--- config.mk ---
export PLATFORM = sky130hd
export DESIGN_NAME = cmrd_top
export DESIGN_NICKNAME = d
export VERILOG_FILES = /design/src/hw/cmrd_pkg.sv /design/src/hw/cmrd_sync3.sv /design/src/hw/cmrd_div.sv /design/src/hw/cmrd_top.sv
export VERILOG_INCLUDE_DIRS = /design/src /design/src/hw
export SDC_FILE = /design/constraint.sdc
export NUM_CORES = 1
export LEC_CHECK = 0
export ABC_AREA = 1
export CAP_MARGIN = 20
export CORE_MARGIN = 2
export CORE_UTILIZATION = 50
export DETAILED_ROUTE_END_ITERATION = 7
export DONT_BUFFER_PORTS = 1
export PLACE_DENSITY_LB_ADDON = 0.2
export RECOVER_POWER = 100
export SYNTH_ARGS = -nofsm -noshare
export SYNTH_HDL_FRONTEND = slang
export SYNTH_HIERARCHICAL = 1
export SYNTH_SLANG_ARGS = --single-unit
--- constraint.sdc ---
create_clock -name clk_sys -period 1.46 [get_ports clk_sys]
set_input_delay 0.146 -clock clk_sys [delete_from_list [all_inputs] [get_ports clk_sys]]
set_output_delay 0.146 -clock clk_sys [all_outputs]
set_load 0.005 [all_outputs]
--- src/hw/cmrd_consts.svh ---
`ifndef CMRD_CONSTS_SVH
`define CMRD_CONSTS_SVH

// ---------------------------------------------------------------
// Divider geometry
// ---------------------------------------------------------------
`define CMRD_PRE_W        2
`define CMRD_LONG_W       12
`define CMRD_EXT_REFERENCE_TAP     8
`define CMRD_INT_REFERENCE_TAP     5
`define CMRD_MISS_LIMIT   2'h2

// ---------------------------------------------------------------
// Register map (byte addresses)
// ---------------------------------------------------------------
`define CMRD_ADDR_W       12
`define CMRD_ADDR_CTRL    12'h000
`define CMRD_ADDR_STAT    12'h004

// Control register fields.
`define CMRD_CTRL_EXT_ON  0
`define CMRD_CTRL_INT_ON  1
`define CMRD_CTRL_SLOW    2
`define CMRD_CTRL_MON     3

// Status register fields.
`define CMRD_STAT_EXT_STB 0
`define CMRD_STAT_EXT_OFF 1
`define CMRD_STAT_INT_OFF 2
`define CMRD_STAT_MON     3
`define CMRD_STAT_INT_STB 4
`define CMRD_STAT_FAIL    5

// Reset values.
`define CMRD_RST_BIT      1'h0
`define CMRD_RST_WORD     32'h00000000

`endif

--- src/hw/cmrd_pkg.sv ---
package cmrd_pkg;

  // Source that feeds the long divider.
  typedef enum logic {
    CMRD_SRC_EXT,
    CMRD_SRC_BASE
  } cmrd_long_src_t;

endpackage : cmrd_pkg

--- src/hw/cmrd_sync3.sv ---
`timescale 1ns/1ps
`default_nettype none
`include "cmrd_consts.svh"

module cmrd_sync3
  import cmrd_pkg::*;
(
  input  wire logic clk_sys,  // System clock.
  input  wire logic reset_n,  // Asynchronous reset, active low.
  input  wire logic pin_in,   // Asynchronous input.
  output var  logic level,    // Filtered level.
  output var  logic fall      // One-cycle pulse on a falling edge.
);

  logic s1_q;
  logic s2_q;
  logic s3_q;

  // Three stage synchroniser; only the second stage reads the first.
  always_ff @(posedge clk_sys or negedge reset_n) begin
    if (!reset_n) begin
      s1_q <= `CMRD_RST_BIT;
      s2_q <= `CMRD_RST_BIT;
      s3_q <= `CMRD_RST_BIT;
    end else begin
      s1_q <= pin_in;
      s2_q <= s1_q;
      s3_q <= s2_q;
    end
  end

  // A change counts once stages two and three agree.
  always_ff @(posedge clk_sys or negedge reset_n) begin
    if (!reset_n) begin
      level <= `CMRD_RST_BIT;
      fall  <= `CMRD_RST_BIT;
    end else begin
      fall <= (s2_q == s3_q) && level && !s3_q;
      if (s2_q == s3_q) begin
        level <= s3_q;
      end
    end
  end

endmodule : cmrd_sync3

`default_nettype wire

--- src/hw/cmrd_div.sv ---
`timescale 1ns/1ps
`default_nettype none

module cmrd_div
  import cmrd_pkg::*;
#(
  parameter int W = 2
) (
  input  wire logic         clk_sys,  // System clock.
  input  wire logic         reset_n,  // Asynchronous reset, active low.
  input  wire logic         clr,      // Synchronous hold at zero.
  input  wire logic         tick,     // Source clock falling edge.
  output var  logic [W-1:0] cnt       // Binary count; bit k is source / 2^(k+1).
);

  // Counter advancing once per source edge, held at zero when cleared.
  always_ff @(posedge clk_sys or negedge reset_n) begin
    if (!reset_n) begin
      cnt <= '0;
    end else if (clr) begin
      cnt <= '0;
    end else if (tick) begin
      cnt <= cnt + {{(W-1){1'b0}}, 1'b1};
    end
  end

endmodule : cmrd_div

`default_nettype wire

--- src/hw/cmrd_top.sv ---
// Behaviour
// RULE1 - Slow crystal bit selects reduced amplifier gain.
// RULE2 - Amplifier on only if external on, no stop.
// RULE3 - Input path on only if external on, no stop.
// RULE4 - Enabled monitor flags failure of either clock.
// RULE5 - Monitor enable needs both on and both stable.
// RULE6 - Monitor stays enabled after a stable flag drops.
// RULE7 - References come from external and base clocks.
// RULE8 - Both clocks always pass a divide-by-four; the long divider here counts undivided source edges.
// RULE9 - Long divider doubles as stabilisation timer.
// RULE10 - Unstable: long divider counts external clock.
// RULE11 - Stabilisation clock falling edge sets stable flag.
// RULE12 - Later stabilisation edges never clear stable flag.
// RULE13 - Stable cleared by inactivity reverts long divider.
// RULE14 - Software clears monitor enable after inactivity.
// RULE15 - Disabled generators hold their references low.
// RULE16 - Fast crystal: ext/512, base/4, ext/4096.
// RULE17 - Slow crystal: ext/4, base/64, base/4096.
// RULE18 - Software matches slow bit to crystal range.
// RULE19 - Stable flag clears on external off or inactivity.
// RULE20 - Two missed reference low phases flag inactivity.
// RULE21 - Dividers count their source, held when disabled.

`timescale 1ns/1ps
`default_nettype none
`include "cmrd_consts.svh"

module cmrd_top
  import cmrd_pkg::*;
#(
  parameter int LONG_W   = `CMRD_LONG_W,
  parameter int PRE_W    = `CMRD_PRE_W,
  parameter int EXT_REFERENCE_TAP = `CMRD_EXT_REFERENCE_TAP,
  parameter int INT_REFERENCE_TAP = `CMRD_INT_REFERENCE_TAP
) (
  input  wire logic                    clk_sys,             // System clock, 20 MHz.
  input  wire logic                    reset_n,             // Asynchronous reset.
  input  wire logic                    psel,                // APB select.
  input  wire logic                    penable,             // APB enable.
  input  wire logic                    pwrite,              // APB direction.
  input  wire logic [`CMRD_ADDR_W-1:0] paddr,               // APB byte address.
  input  wire logic [31:0]             pwdata,              // APB write data.
  output var  logic [31:0]             prdata,              // APB read data.
  output var  logic                    pready,              // APB ready.
  output var  logic                    pslverr,             // APB error.
  input  wire logic                    osc_input_pin,       // Oscillator input pin.
  input  wire logic                    base_clock,          // Base clock in.
  input  wire logic                    stop_mode,           // Stop mode active.
  input  wire logic                    int_stable_flag,     // Internal clock stable.
  output var  logic                    amp_enable,          // Amplifier enable.
  output var  logic                    amp_slow_gain,       // Reduced amplifier gain.
  output var  logic                    input_path_enable,   // Input buffer enable.
  output var  logic                    external_clock,      // Gated external clock.
  output var  logic                    ext_reference,       // External reference.
  output var  logic                    int_reference,       // Internal reference.
  output var  logic                    stabilization_clock, // Stabilisation clock.
  output var  logic                    ext_stable_flag,     // External clock stable.
  output var  logic                    ext_inactive_flag,   // External inactive.
  output var  logic                    int_inactive_flag,   // Base clock inactive.
  output var  logic                    monitor_enable,      // Monitor enabled.
  output var  logic                    clock_fail           // Source failure seen.
);

  // ---------------------------------------------------------------
  // Declarations
  // ---------------------------------------------------------------
  logic              ext_gen_on_q;
  logic              int_gen_on_q;
  logic              slow_q;
  logic              monitor_q;
  logic              ext_stable_q;
  logic              amp_enable_q;
  logic              amp_slow_q;
  logic              path_enable_q;
  logic              ext_clock_q;
  logic              ext_reference_q;
  logic              int_reference_q;
  logic              estb_q;
  logic              fail_q;
  logic [31:0]       prdata_q;
  logic              pready_q;
  logic              pslverr_q;
  logic              ext_gen_enable;
  logic              int_gen_enable;
  logic              ext_level;
  logic              ext_fall_raw;
  logic              base_level;
  logic              base_fall_raw;
  logic              ext_fall;
  logic              base_fall;
  logic [PRE_W-1:0]  ext_pre_cnt;
  logic [PRE_W-1:0]  base_pre_cnt;
  logic [LONG_W-1:0] long_cnt;
  cmrd_long_src_t    long_src;
  logic              long_tick;
  logic              ext_reference_d;
  logic              int_reference_d;
  logic              estb_d;
  logic              estb_fall;
  logic              mon_allowed;
  logic              access;
  logic              done;
  logic              hit_ctrl;
  logic              hit_stat;
  logic [31:0]       ctrl_word;
  logic [31:0]       stat_word;
  logic [1:0]        ref_w;
  logic [1:0]        ref_prev_q;
  logic [1:0]        fall_w;
  logic [1:0]        seen_q;
  logic [1:0]        miss_q [2];
  logic [1:0]        off_q;

  // ---------------------------------------------------------------
  // Generator enables
  // ---------------------------------------------------------------
  // Stop mode gates both generators off.
  assign ext_gen_enable = ext_gen_on_q & ~stop_mode;  // see RULE2
  assign int_gen_enable = int_gen_on_q & ~stop_mode;

  // Amplifier and input path controls.
  always_ff @(posedge clk_sys or negedge reset_n) begin
    if (!reset_n) begin
      amp_enable_q  <= `CMRD_RST_BIT;
      amp_slow_q    <= `CMRD_RST_BIT;
      path_enable_q <= `CMRD_RST_BIT;
    end else begin
      amp_enable_q  <= ext_gen_enable;  // see RULE2
      amp_slow_q    <= slow_q;          // see RULE1
      path_enable_q <= ext_gen_enable;  // see RULE3
    end
  end

  // ---------------------------------------------------------------
  // Clock inputs
  // ---------------------------------------------------------------
  cmrd_sync3 u_ext_sync (
    .clk_sys (clk_sys),
    .reset_n (reset_n),
    .pin_in  (osc_input_pin),
    .level   (ext_level),
    .fall    (ext_fall_raw)
  );

  cmrd_sync3 u_base_sync (
    .clk_sys (clk_sys),
    .reset_n (reset_n),
    .pin_in  (base_clock),
    .level   (base_level),
    .fall    (base_fall_raw)
  );

  // Edges of a disabled source are dropped at the input path.
  assign ext_fall  = ext_fall_raw & ext_gen_enable;  // see RULE3
  assign base_fall = base_fall_raw & int_gen_enable;

  // Gated copy of the external clock for the rest of the chip.
  always_ff @(posedge clk_sys or negedge reset_n) begin
    if (!reset_n) begin
      ext_clock_q <= `CMRD_RST_BIT;
    end else begin
      ext_clock_q <= ext_level & ext_gen_enable;  // see RULE3
    end
  end

  // ---------------------------------------------------------------
  // Divide-by-four stages
  // ---------------------------------------------------------------
  // Each source feeds its own quarter divider; the long divider takes the undivided edges.
  cmrd_div #(.W(PRE_W)) u_ext_pre (  // see RULE8
    .clk_sys (clk_sys),
    .reset_n (reset_n),
    .clr     (~ext_gen_enable),  // see RULE21
    .tick    (ext_fall),
    .cnt     (ext_pre_cnt)
  );

  cmrd_div #(.W(PRE_W)) u_base_pre (  // see RULE8
    .clk_sys (clk_sys),
    .reset_n (reset_n),
    .clr     (~int_gen_enable),  // see RULE21
    .tick    (base_fall),
    .cnt     (base_pre_cnt)
  );

  // ---------------------------------------------------------------
  // Long divider
  // ---------------------------------------------------------------
  // Until stable, or with a fast crystal, the external clock feeds it.
  always_comb begin
    if (!ext_stable_q || !slow_q) begin
      long_src = CMRD_SRC_EXT;  // see RULE10, RULE13, RULE16
    end else begin
      long_src = CMRD_SRC_BASE;  // see RULE17
    end
  end

  assign long_tick = (long_src == CMRD_SRC_EXT) ? ext_fall : base_fall;

  // Held at zero while the external generator is disabled.
  cmrd_div #(.W(LONG_W)) u_long (
    .clk_sys (clk_sys),
    .reset_n (reset_n),
    .clr     (~ext_gen_enable),  // see RULE9, RULE21
    .tick    (long_tick),
    .cnt     (long_cnt)
  );

  // ---------------------------------------------------------------
  // Reference selection
  // ---------------------------------------------------------------
  // External reference follows the crystal range once stable.
  always_comb begin
    if (!ext_gen_enable || !ext_stable_q) begin
      ext_reference_d = 1'b0;  // see RULE15
    end else if (slow_q) begin
      ext_reference_d = ext_pre_cnt[PRE_W-1];  // see RULE17, RULE7
    end else begin
      ext_reference_d = long_cnt[EXT_REFERENCE_TAP];  // see RULE16, RULE7
    end
  end

  // Internal reference is taken from the base clock, never the fast clock.
  always_comb begin
    if (!int_gen_enable) begin
      int_reference_d = 1'b0;  // see RULE15
    end else if (ext_stable_q && slow_q) begin
      int_reference_d = long_cnt[INT_REFERENCE_TAP];  // see RULE17, RULE7
    end else begin
      int_reference_d = base_pre_cnt[PRE_W-1];  // see RULE16, RULE7
    end
  end

  // Stabilisation clock is the top bit of the long divider.
  assign estb_d = ext_gen_enable & long_cnt[LONG_W-1];  // see RULE9, RULE15

  // A falling edge of the stabilisation clock.
  assign estb_fall = estb_q & ~estb_d & ext_gen_enable;  // see RULE11

  // Registered reference outputs.
  always_ff @(posedge clk_sys or negedge reset_n) begin
    if (!reset_n) begin
      ext_reference_q <= `CMRD_RST_BIT;
      int_reference_q <= `CMRD_RST_BIT;
      estb_q <= `CMRD_RST_BIT;
    end else begin
      ext_reference_q <= ext_reference_d;
      int_reference_q <= int_reference_d;
      estb_q <= estb_d;
    end
  end

  // ---------------------------------------------------------------
  // External stable flag
  // ---------------------------------------------------------------
  // The stabilisation edge only ever sets; it wins over a clear.
  always_ff @(posedge clk_sys or negedge reset_n) begin
    if (!reset_n) begin
      ext_stable_q <= `CMRD_RST_BIT;
    end else if (estb_fall) begin
      ext_stable_q <= 1'b1;  // see RULE11, RULE12
    end else if (!ext_gen_on_q || off_q[0]) begin
      ext_stable_q <= 1'b0;  // see RULE19, RULE13
    end
  end

  // ---------------------------------------------------------------
  // Activity detectors
  // ---------------------------------------------------------------
  // Slot 0 watches the external clock against the internal reference,
  // slot 1 watches the base clock against the external reference.
  assign ref_w  = {ext_reference_q, int_reference_q};
  assign fall_w = {base_fall, ext_fall};

  genvar gi;
  generate
    for (gi = 0; gi < 2; gi++) begin : g_det
      // Counts reference low phases that pass without a source edge.
      always_ff @(posedge clk_sys or negedge reset_n) begin
        if (!reset_n) begin
          ref_prev_q[gi] <= `CMRD_RST_BIT;
          seen_q[gi]     <= `CMRD_RST_BIT;
          miss_q[gi]     <= 2'h0;
          off_q[gi]      <= `CMRD_RST_BIT;
        end else begin
          ref_prev_q[gi] <= ref_w[gi];
          if (fall_w[gi] && !ref_w[gi]) begin
            seen_q[gi] <= 1'b1;
            miss_q[gi] <= 2'h0;
            off_q[gi]  <= 1'b0;  // see RULE20
          end else if (ref_w[gi] && !ref_prev_q[gi]) begin
            seen_q[gi] <= 1'b0;
            if (!seen_q[gi] && miss_q[gi] != `CMRD_MISS_LIMIT) begin
              miss_q[gi] <= miss_q[gi] + 2'h1;
            end
            if (!seen_q[gi] && miss_q[gi] == `CMRD_MISS_LIMIT - 2'h1) begin
              off_q[gi] <= 1'b1;  // see RULE20
            end
          end
        end
      end
    end
  endgenerate

  // ---------------------------------------------------------------
  // Clock monitor
  // ---------------------------------------------------------------
  // Enable is accepted only with both generators on and stable.
  assign mon_allowed = ext_gen_on_q & int_gen_on_q & ext_stable_q & int_stable_flag;

  // A write of zero clears; a refused write of one is ignored.
  always_ff @(posedge clk_sys or negedge reset_n) begin
    if (!reset_n) begin
      monitor_q <= `CMRD_RST_BIT;
    end else if (done && hit_ctrl && pwrite) begin
      if (!pwdata[`CMRD_CTRL_MON]) begin
        monitor_q <= 1'b0;  // see RULE14
      end else if (mon_allowed) begin
        monitor_q <= 1'b1;  // see RULE5
      end
    end
  end

  // Failure is an inactive source while the monitor is on; the
  // monitor itself does not drop when a stable flag falls.
  always_ff @(posedge clk_sys or negedge reset_n) begin
    if (!reset_n) begin
      fail_q <= `CMRD_RST_BIT;
    end else begin
      fail_q <= monitor_q & (off_q[0] | off_q[1]);  // see RULE4, RULE6
    end
  end

  // ---------------------------------------------------------------
  // APB slave
  // ---------------------------------------------------------------
  assign access   = psel & penable;
  assign done     = access & pready_q;
  assign hit_ctrl = (paddr == `CMRD_ADDR_CTRL);
  assign hit_stat = (paddr == `CMRD_ADDR_STAT);

  // Control word as read back.
  always_comb begin
    ctrl_word                   = `CMRD_RST_WORD;
    ctrl_word[`CMRD_CTRL_EXT_ON] = ext_gen_on_q;
    ctrl_word[`CMRD_CTRL_INT_ON] = int_gen_on_q;
    ctrl_word[`CMRD_CTRL_SLOW]   = slow_q;
    ctrl_word[`CMRD_CTRL_MON]    = monitor_q;
  end

  // Status word showing live block state.
  always_comb begin
    stat_word                    = `CMRD_RST_WORD;
    stat_word[`CMRD_STAT_EXT_STB] = ext_stable_q;
    stat_word[`CMRD_STAT_EXT_OFF] = off_q[0];
    stat_word[`CMRD_STAT_INT_OFF] = off_q[1];
    stat_word[`CMRD_STAT_MON]     = monitor_q;
    stat_word[`CMRD_STAT_INT_STB] = int_stable_flag;
    stat_word[`CMRD_STAT_FAIL]    = fail_q;
  end

  // One wait state: the answer is registered in the first access cycle.
  always_ff @(posedge clk_sys or negedge reset_n) begin
    if (!reset_n) begin
      pready_q  <= `CMRD_RST_BIT;
      pslverr_q <= `CMRD_RST_BIT;
      prdata_q  <= `CMRD_RST_WORD;
    end else begin
      pready_q  <= access & ~pready_q;
      pslverr_q <= access & ~pready_q & ~hit_ctrl & ~hit_stat;
      if (access && !pready_q && !pwrite) begin
        prdata_q <= hit_ctrl ? ctrl_word : (hit_stat ? stat_word : `CMRD_RST_WORD);
      end else if (!access) begin
        prdata_q <= `CMRD_RST_WORD;
      end
    end
  end

  // Control bits take a write at the completing edge.
  always_ff @(posedge clk_sys or negedge reset_n) begin
    if (!reset_n) begin
      ext_gen_on_q <= `CMRD_RST_BIT;
      int_gen_on_q <= `CMRD_RST_BIT;
      slow_q       <= `CMRD_RST_BIT;
    end else if (done && hit_ctrl && pwrite) begin
      ext_gen_on_q <= pwdata[`CMRD_CTRL_EXT_ON];
      int_gen_on_q <= pwdata[`CMRD_CTRL_INT_ON];
      slow_q       <= pwdata[`CMRD_CTRL_SLOW];  // see RULE18
    end
  end

  // ---------------------------------------------------------------
  // Outputs
  // ---------------------------------------------------------------
  // Every output is a flip-flop.
  assign prdata              = prdata_q;
  assign pready              = pready_q;
  assign pslverr             = pslverr_q;
  assign amp_enable          = amp_enable_q;
  assign amp_slow_gain       = amp_slow_q;
  assign input_path_enable   = path_enable_q;
  assign external_clock      = ext_clock_q;
  assign ext_reference       = ext_reference_q;
  assign int_reference       = int_reference_q;
  assign stabilization_clock = estb_q;
  assign ext_stable_flag     = ext_stable_q;
  assign ext_inactive_flag   = off_q[0];
  assign int_inactive_flag   = off_q[1];
  assign monitor_enable      = monitor_q;
  assign clock_fail          = fail_q;

endmodule : cmrd_top

`default_nettype wire

==> results of run 1 <==
repair_timing:
| action | 4_1_cts | 5_1_grt |
|---|---|---|
| endpoints found under the hold margin | 68 | 56 |
| gates resized for setup | 0 | 19 |
| buffers inserted | 0 | 13 |
| setup endpoints to repair | 0 | 12 |
worst paths after layout:
check / from / endpoint
min in group clk_sys: psel / pready
worst max-delay path: slow_q / u_long/cnt[9]
max in group asynchronous: reset_n / ref_prev_q[0]
worst min register to register: u_base_sync/s1_q / u_base_sync/s2_q
worst min-delay path: reset_n / u_base_pre/cnt[1]
worst max register to register: slow_q / u_long/cnt[9]
flip-flops by register name (all words and copies together) (netlist names), 2 cells and up:
register / flops
miss_q: 4
prdata: 6
ref_prev_q: 2
seen_q: 2
u_base_pre/cnt: 2
u_ext_pre/cnt: 2
u_long/cnt: 12
power groups by stage:
| stage | Clock, uW | Combinational, uW | Sequential, uW |
|---|---|---|---|
| global placement | 0 | 71.8 | 1610 |
| detailed placement | 0 | 73.2 | 1610 |
| global route | 944 | 110 | 1580 |
| CTS | 891 | 93.4 | 1580 |
| finish | 855 | 94.9 | 1580 |
| floorplan | 0 | 116 | 1610 |
kinds of logic (layout without fill, tap and decap cells):
| group | after synthesis | in the layout | share of synthesized area [%] |
|---|---|---|---|
| and+or+nand+nor | 151 | 151 | 26.6 |
| buffers and inverters | 70 | 81 | 13.2 |
| adders and majority gates | 5 | 5 | 2.26 |
| DFF | 56 | 56 | 50.5 |
| AOI/OAI and AO/OA | 35 | 35 | 6.90 |
| muxes | 1 | 1 | 0.361 |
| other | 1 | 26 | 0.135 |
metrics by stage:
stage / instance area, sq um / TNS, ns / power, uW / cells / utilization, %
after floorplan: 2880 / 0 / 1730 / 344 / -
after global placement: 2820 / 0 / 1680 / 397 / 51.9
after detailed placement: 2820 / 0 / 1690 / 397 / 51.9
after CTS: 3000 / 0 / 2570 / 414 / 55.2
after global routing: 3170 / -0.414 / 2640 / 427 / 58.3
final: 3170 / 0 / 2530 / 427 / 58.3
placed cells by master (no fill, tap or decap), drive strengths merged, types with 9 or more instances in the layout:
cell type / instances
inv: 44
conb: 26
dlygate4sd3: 9
nor2: 49
a21oi: 16
nor3: 9
buf: 21
nand3: 17
nand2: 68
o21ai: 15
dfrtp: 56
layer usage:
layer | track usage [%] | vias to the layer above | share of wire [%]
met5 | 0 | - | 0
met4 | 6.84 | 0 | 1.5
met3 | 4.60 | 8 | 4.2
met2 | 25.6 | 32 | 50
met1 | 21.6 | 931 | 44
li1 | - | 1013 | -
synthesized netlist by cell type (2+ instances only):
| cell | count |
|---|---|
| nand2_1 | 64 |
| dfrtp_1 | 56 |
| inv_1 | 42 |
| nor2_1 | 39 |
| buf_4 | 27 |
| a21oi_1 | 16 |
| nand3_1 | 15 |
| nor3_1 | 9 |
| o21ai_0 | 9 |
| nand4_1 | 6 |
| ha_1 | 5 |
| nor2_2 | 5 |
| o21ai_1 | 4 |
| nand2_2 | 3 |
| nor2_4 | 3 |
| nand3_4 | 2 |
| nor2_8 | 2 |
| o21a_1 | 2 |
| o21ai_2 | 2 |
critical path: stages (launching register included):
cell and delay, ns:
dfrtp_1 0.40, nand2_2 0.12, inv_2 0.05, nand2_2 0.07, nand2_4 0.07, nor2_4 0.21
inv_4 0.07, nand3_4 0.10, buf_4 0.12, o21ai_2 0.04, nand2_1 0.05, nor2_1 0.04
final cells by class:
type	count	area share (%)
Inverter	43	5.17
Clock inverter	3	0.710
Timing Repair Buffer	30	8.05
Tap cell	72	2.84
Clock buffer	5	2.17
Multi-Input combinational cell	218	36.9
Sequential cell	56	44.2
==> metrics.txt, run 1 <==
Total GRT Usage 16.4%; CP required 1.67 ns; static leakage 0.00159 uW; final worst setup slack 0.0206 ns; Worst-Skew Late Latency 0.31 ns; vias in the first global route 1730; DRT iter0 DRCs 96; Sw Share 22.9%; Seq/Total Area, Yosys 50.5%; wire per inst 11.5 microns; global-route wire length before repair 7.86 mm; Setup crit end kind flop; CTS max path bufs 2; failing checks negative hold slack; max_cap viols 0; CTS Hold Bufs 9; Synth top area share 50.5%; synth top area cells dfrtp_1 51%, nand2_1 8.7%, buf_4 7.3%; multi-input logic area 1170 sq um; initial antenna violation count 0; Final #Nets 412; largest net degree at the start of global routing 57; Ports 99; clk sinks 56; EDFF count, synth 0; crit path max fanout 7; core area 5440 sq um; Cell Rows 27; share of layout cells above drive strength 1 17.5%; initial core utilization 51.0%; Sequential Power Share 62.5%; outcome complete, but fails checks; Num CTS Buffers 5; DRC viols 0; Die X 78.5 microns; Slew Viols, Final 0; FILL cells 499; clk slew on worst S/H paths 0.10 ns; NetSw 581 uW; post-route ant nets 0; yosys warns 6; Tcrit/Tclk final 98.6%; Worst Hold Slack -0.481 ns; Clock power frac 33.8%; Synth Instances 319; Syn-to-layout area delta 14.3%; pre-CTS setup slack 0.0313 ns; Power Internal 1950 uW; RSZ-0062 raised after global routing true; Reg area 1400 sq um; Clock Root Buffer clkbuf_8; clock skew 0.00542 ns; WL final 4.93 mm; Worst R2R Path Depth 11; global placer's final weighted congestion 0.768; Final Hold Vio Count 56; routed vias/inst 4.65; placed wire-length estimate 3.38 mm; CTS H-tree depth 2; Power per Cell Area 798 nW/um^2; ys async rst share 100%; CTS tree done; combinational share of power 3.7%; Die H 78.5 microns; Fmax 0.695 GHz; Top FF cell, synth dfrtp_1; startpoint type of the worst setup path flop; DR vias 1984; IO buf count 0; Max IR drop VDD 0.463 mV; fin crit period 1.44 ns; Arr. time, crit path 1.65 ns; drt first pass iters 4; Mean Syn Cell Area 8.70 sq um; full die area 6160 sq um; post-synthesis cell type count 27; largest area contributor in the synthesized netlist dfrtp_1; setup violators final 0; antenna cells 0; reg2reg setup slack 0.02 ns; Hold Crit Class in2async; Yosys reg bits 56; remaining global-route overflow 0; Setup Crit Path Kind reg2reg; cell area after synthesis 2770 sq um
No activity file was read; power rests on OpenSTA's default activity.
==> inputs of run 2 (changes only) <==
--- a/config.mk
+++ b/config.mk
@@ -9,7 +9,7 @@
 export ABC_AREA = 1
 export CAP_MARGIN = 20
 export CORE_MARGIN = 2
-export CORE_UTILIZATION = 50
+export CORE_UTILIZATION = 45
 export DETAILED_ROUTE_END_ITERATION = 7
 export DONT_BUFFER_PORTS = 1
 export PLACE_DENSITY_LB_ADDON = 0.2
==> run 2 against run 1 <==
  * The flow now finishes without violations
  * Critical path depth down 3
  * First-iteration DRC count grew 15%
  * Sequential power about the same
  * Count of clock-buffer cells in the layout is 1 higher
  * Global-route usage is 1.7 points lower
==> metrics.txt, run 2 (synthesis gave the netlist of run 1 again) <==
routed vias/inst 4.58; DRT iter0 DRCs 110; CTS max path bufs 2; Final Hold Vio Count 0; DR vias 1938; reg2reg setup slack 0.08 ns; Die H 82.5 microns; share of layout cells above drive strength 1 14.1%; Tightest Pin Transition 0.751 ns; clk slew on worst S/H paths 0.09 ns; Setup Crit Path Kind reg2reg; combinational share of power 4.5%; Ports 99; Num CTS Buffers 5; CTS tree done; placed wire-length estimate 3.46 mm; Power per Cell Area 889 nW/um^2; drt first pass iters 4; NetSw 594 uW; Fmax 0.723 GHz; full die area 6810 sq um; Sequential Power Share 57.2%; vias in the first global route 1736; Final #Nets 405; Arr. time, crit path 1.59 ns; core area 5960 sq um; clk sinks 56; DRC viols 0; Clock Root Buffer clkbuf_8; crit path max fanout 10; Total GRT Usage 14.8%; final worst setup slack 0.0763 ns; Setup crit end kind flop; Slew Viols, Final 0; CTS H-tree depth 2; max_cap viols 0; antenna cells 0; outcome finished, final reports clean; global placer's final weighted congestion 0.747; IO buf count 0; Die X 82.5 microns; startpoint type of the worst setup path flop; global-route wire length before repair 7.61 mm; Max IR drop VDD 0.516 mV; post-route ant nets 0; post-layout util 52.2%; Hold Crit Class in2reg; initial core utilization 46.6%; Placed Cells 401; Slew headroom 49.9%; largest net degree at the start of global routing 57; Sw Share 21.5%; WL final 4.85 mm; wire per inst 11.5 microns; max reg flops 12; initial antenna violation count 0; RSZ-0062 raised after global routing true; setup violators final 0; Cell Rows 28; fin cells 423; Tcrit/Tclk final 94.8%; CP required 1.66 ns; remaining global-route overflow 0; Worst Hold Slack 0.0144 ns; Worst-Skew Late Latency 0.31 ns; most frequent cells in the layout 60 x nand2_1, 56 x dfrtp_1, 41 x inv_1; commonest non-fill, non-tap cell in the layout nand2_1; Syn-to-layout area delta 12.1%; Power Internal 2170 uW; Clock power frac 38.3%; clock skew 0.00942 ns; power consumption 2760 uW; pre-CTS setup slack 0.0242 ns; fin crit period 1.38 ns; static leakage 0.00155 uW; Largest Register u_long/cnt
-- run 2: changes by cell type in the layout (fill, tap and decap cells not counted), moves of 2 or more --
cell	change
buf_4	-8
buf_6	-2
clkbuf_1	+2
nand2_1	+2
nor2_4	-2
-- run 2: per-layer routing --
metal  GRT usage [%]  vias up  share of wire, %
met5               0        -                 0
met4            5.90        0               1.5
met3            4.24        7               5.3
met2            25.0       38                49
met1            17.7      887                45
li1                -     1006                 -
-- run 2: what timing repair did --
action,in CTS,in global routing
pin swaps,1,7
buffers inserted,0,4
setup endpoints to repair,1,9
gates resized for setup,1,9
hold buffers,8,2
endpoints found under the hold margin,66,56
-- run 2: critical path: stages (launching register included) --
cell and delay, ns:
dfrtp_1 0.41, nand2_2 0.11, buf_4 0.20, nor2_4 0.09, buf_4 0.14, nor3_4 0.11, nand4_1 0.09, nand2_1 0.09
nor2_2 0.04
-- run 2: metrics by stage --
| step | setup TNS [ns] | instance area (sq um) |
|---|---|---|
| final | 0 | 3110 |
| after CTS | 0 | 3040 |
| after global routing | -0.165 | 3110 |
| after floorplan | 0 | 2880 |
| after global placement | 0 | 2830 |
| after detailed placement | 0 | 2830 |
-- run 2: final timing paths --
path / from / cells after the start / to
setup / recovery: ext_gen_on_q / 8 / u_long/cnt[10]
setup reg to reg: ext_gen_on_q / 8 / u_long/cnt[10]
hold / removal: penable / 2 / pready
min in group asynchronous: reset_n / 2 / miss_q[3]
max in group asynchronous: reset_n / 2 / stabilization_clock
hold reg to reg: u_ext_sync/s1_q / 0 / u_ext_sync/s2_q
-- run 2: layout make-up --
class | instances | area (sq um)
clock buffer | 6 | 82.6
clock inverter | 2 | 38.8
fill | 583 | 2850
inverter | 43 | 164
multi-input combinational | 218 | 1140
sequential | 56 | 1400
tap | 75 | 93.8
timing repair buffer | 23 | 188
-- run 2: power groups by stage --
| stage | registers [uW] | logic, uW | clock network [uW] |
|---|---|---|---|
| 3_5_place_dp | 1610 | 73.0 | 0 |
| 6_report | 1580 | 125 | 1060 |
| 3_3_place_gp | 1610 | 72.1 | 0 |
| 4_1_cts | 1580 | 91.4 | 1090 |
| 2_1_floorplan | 1610 | 116 | 0 |
| 5_1_grt | 1580 | 149 | 1170 |
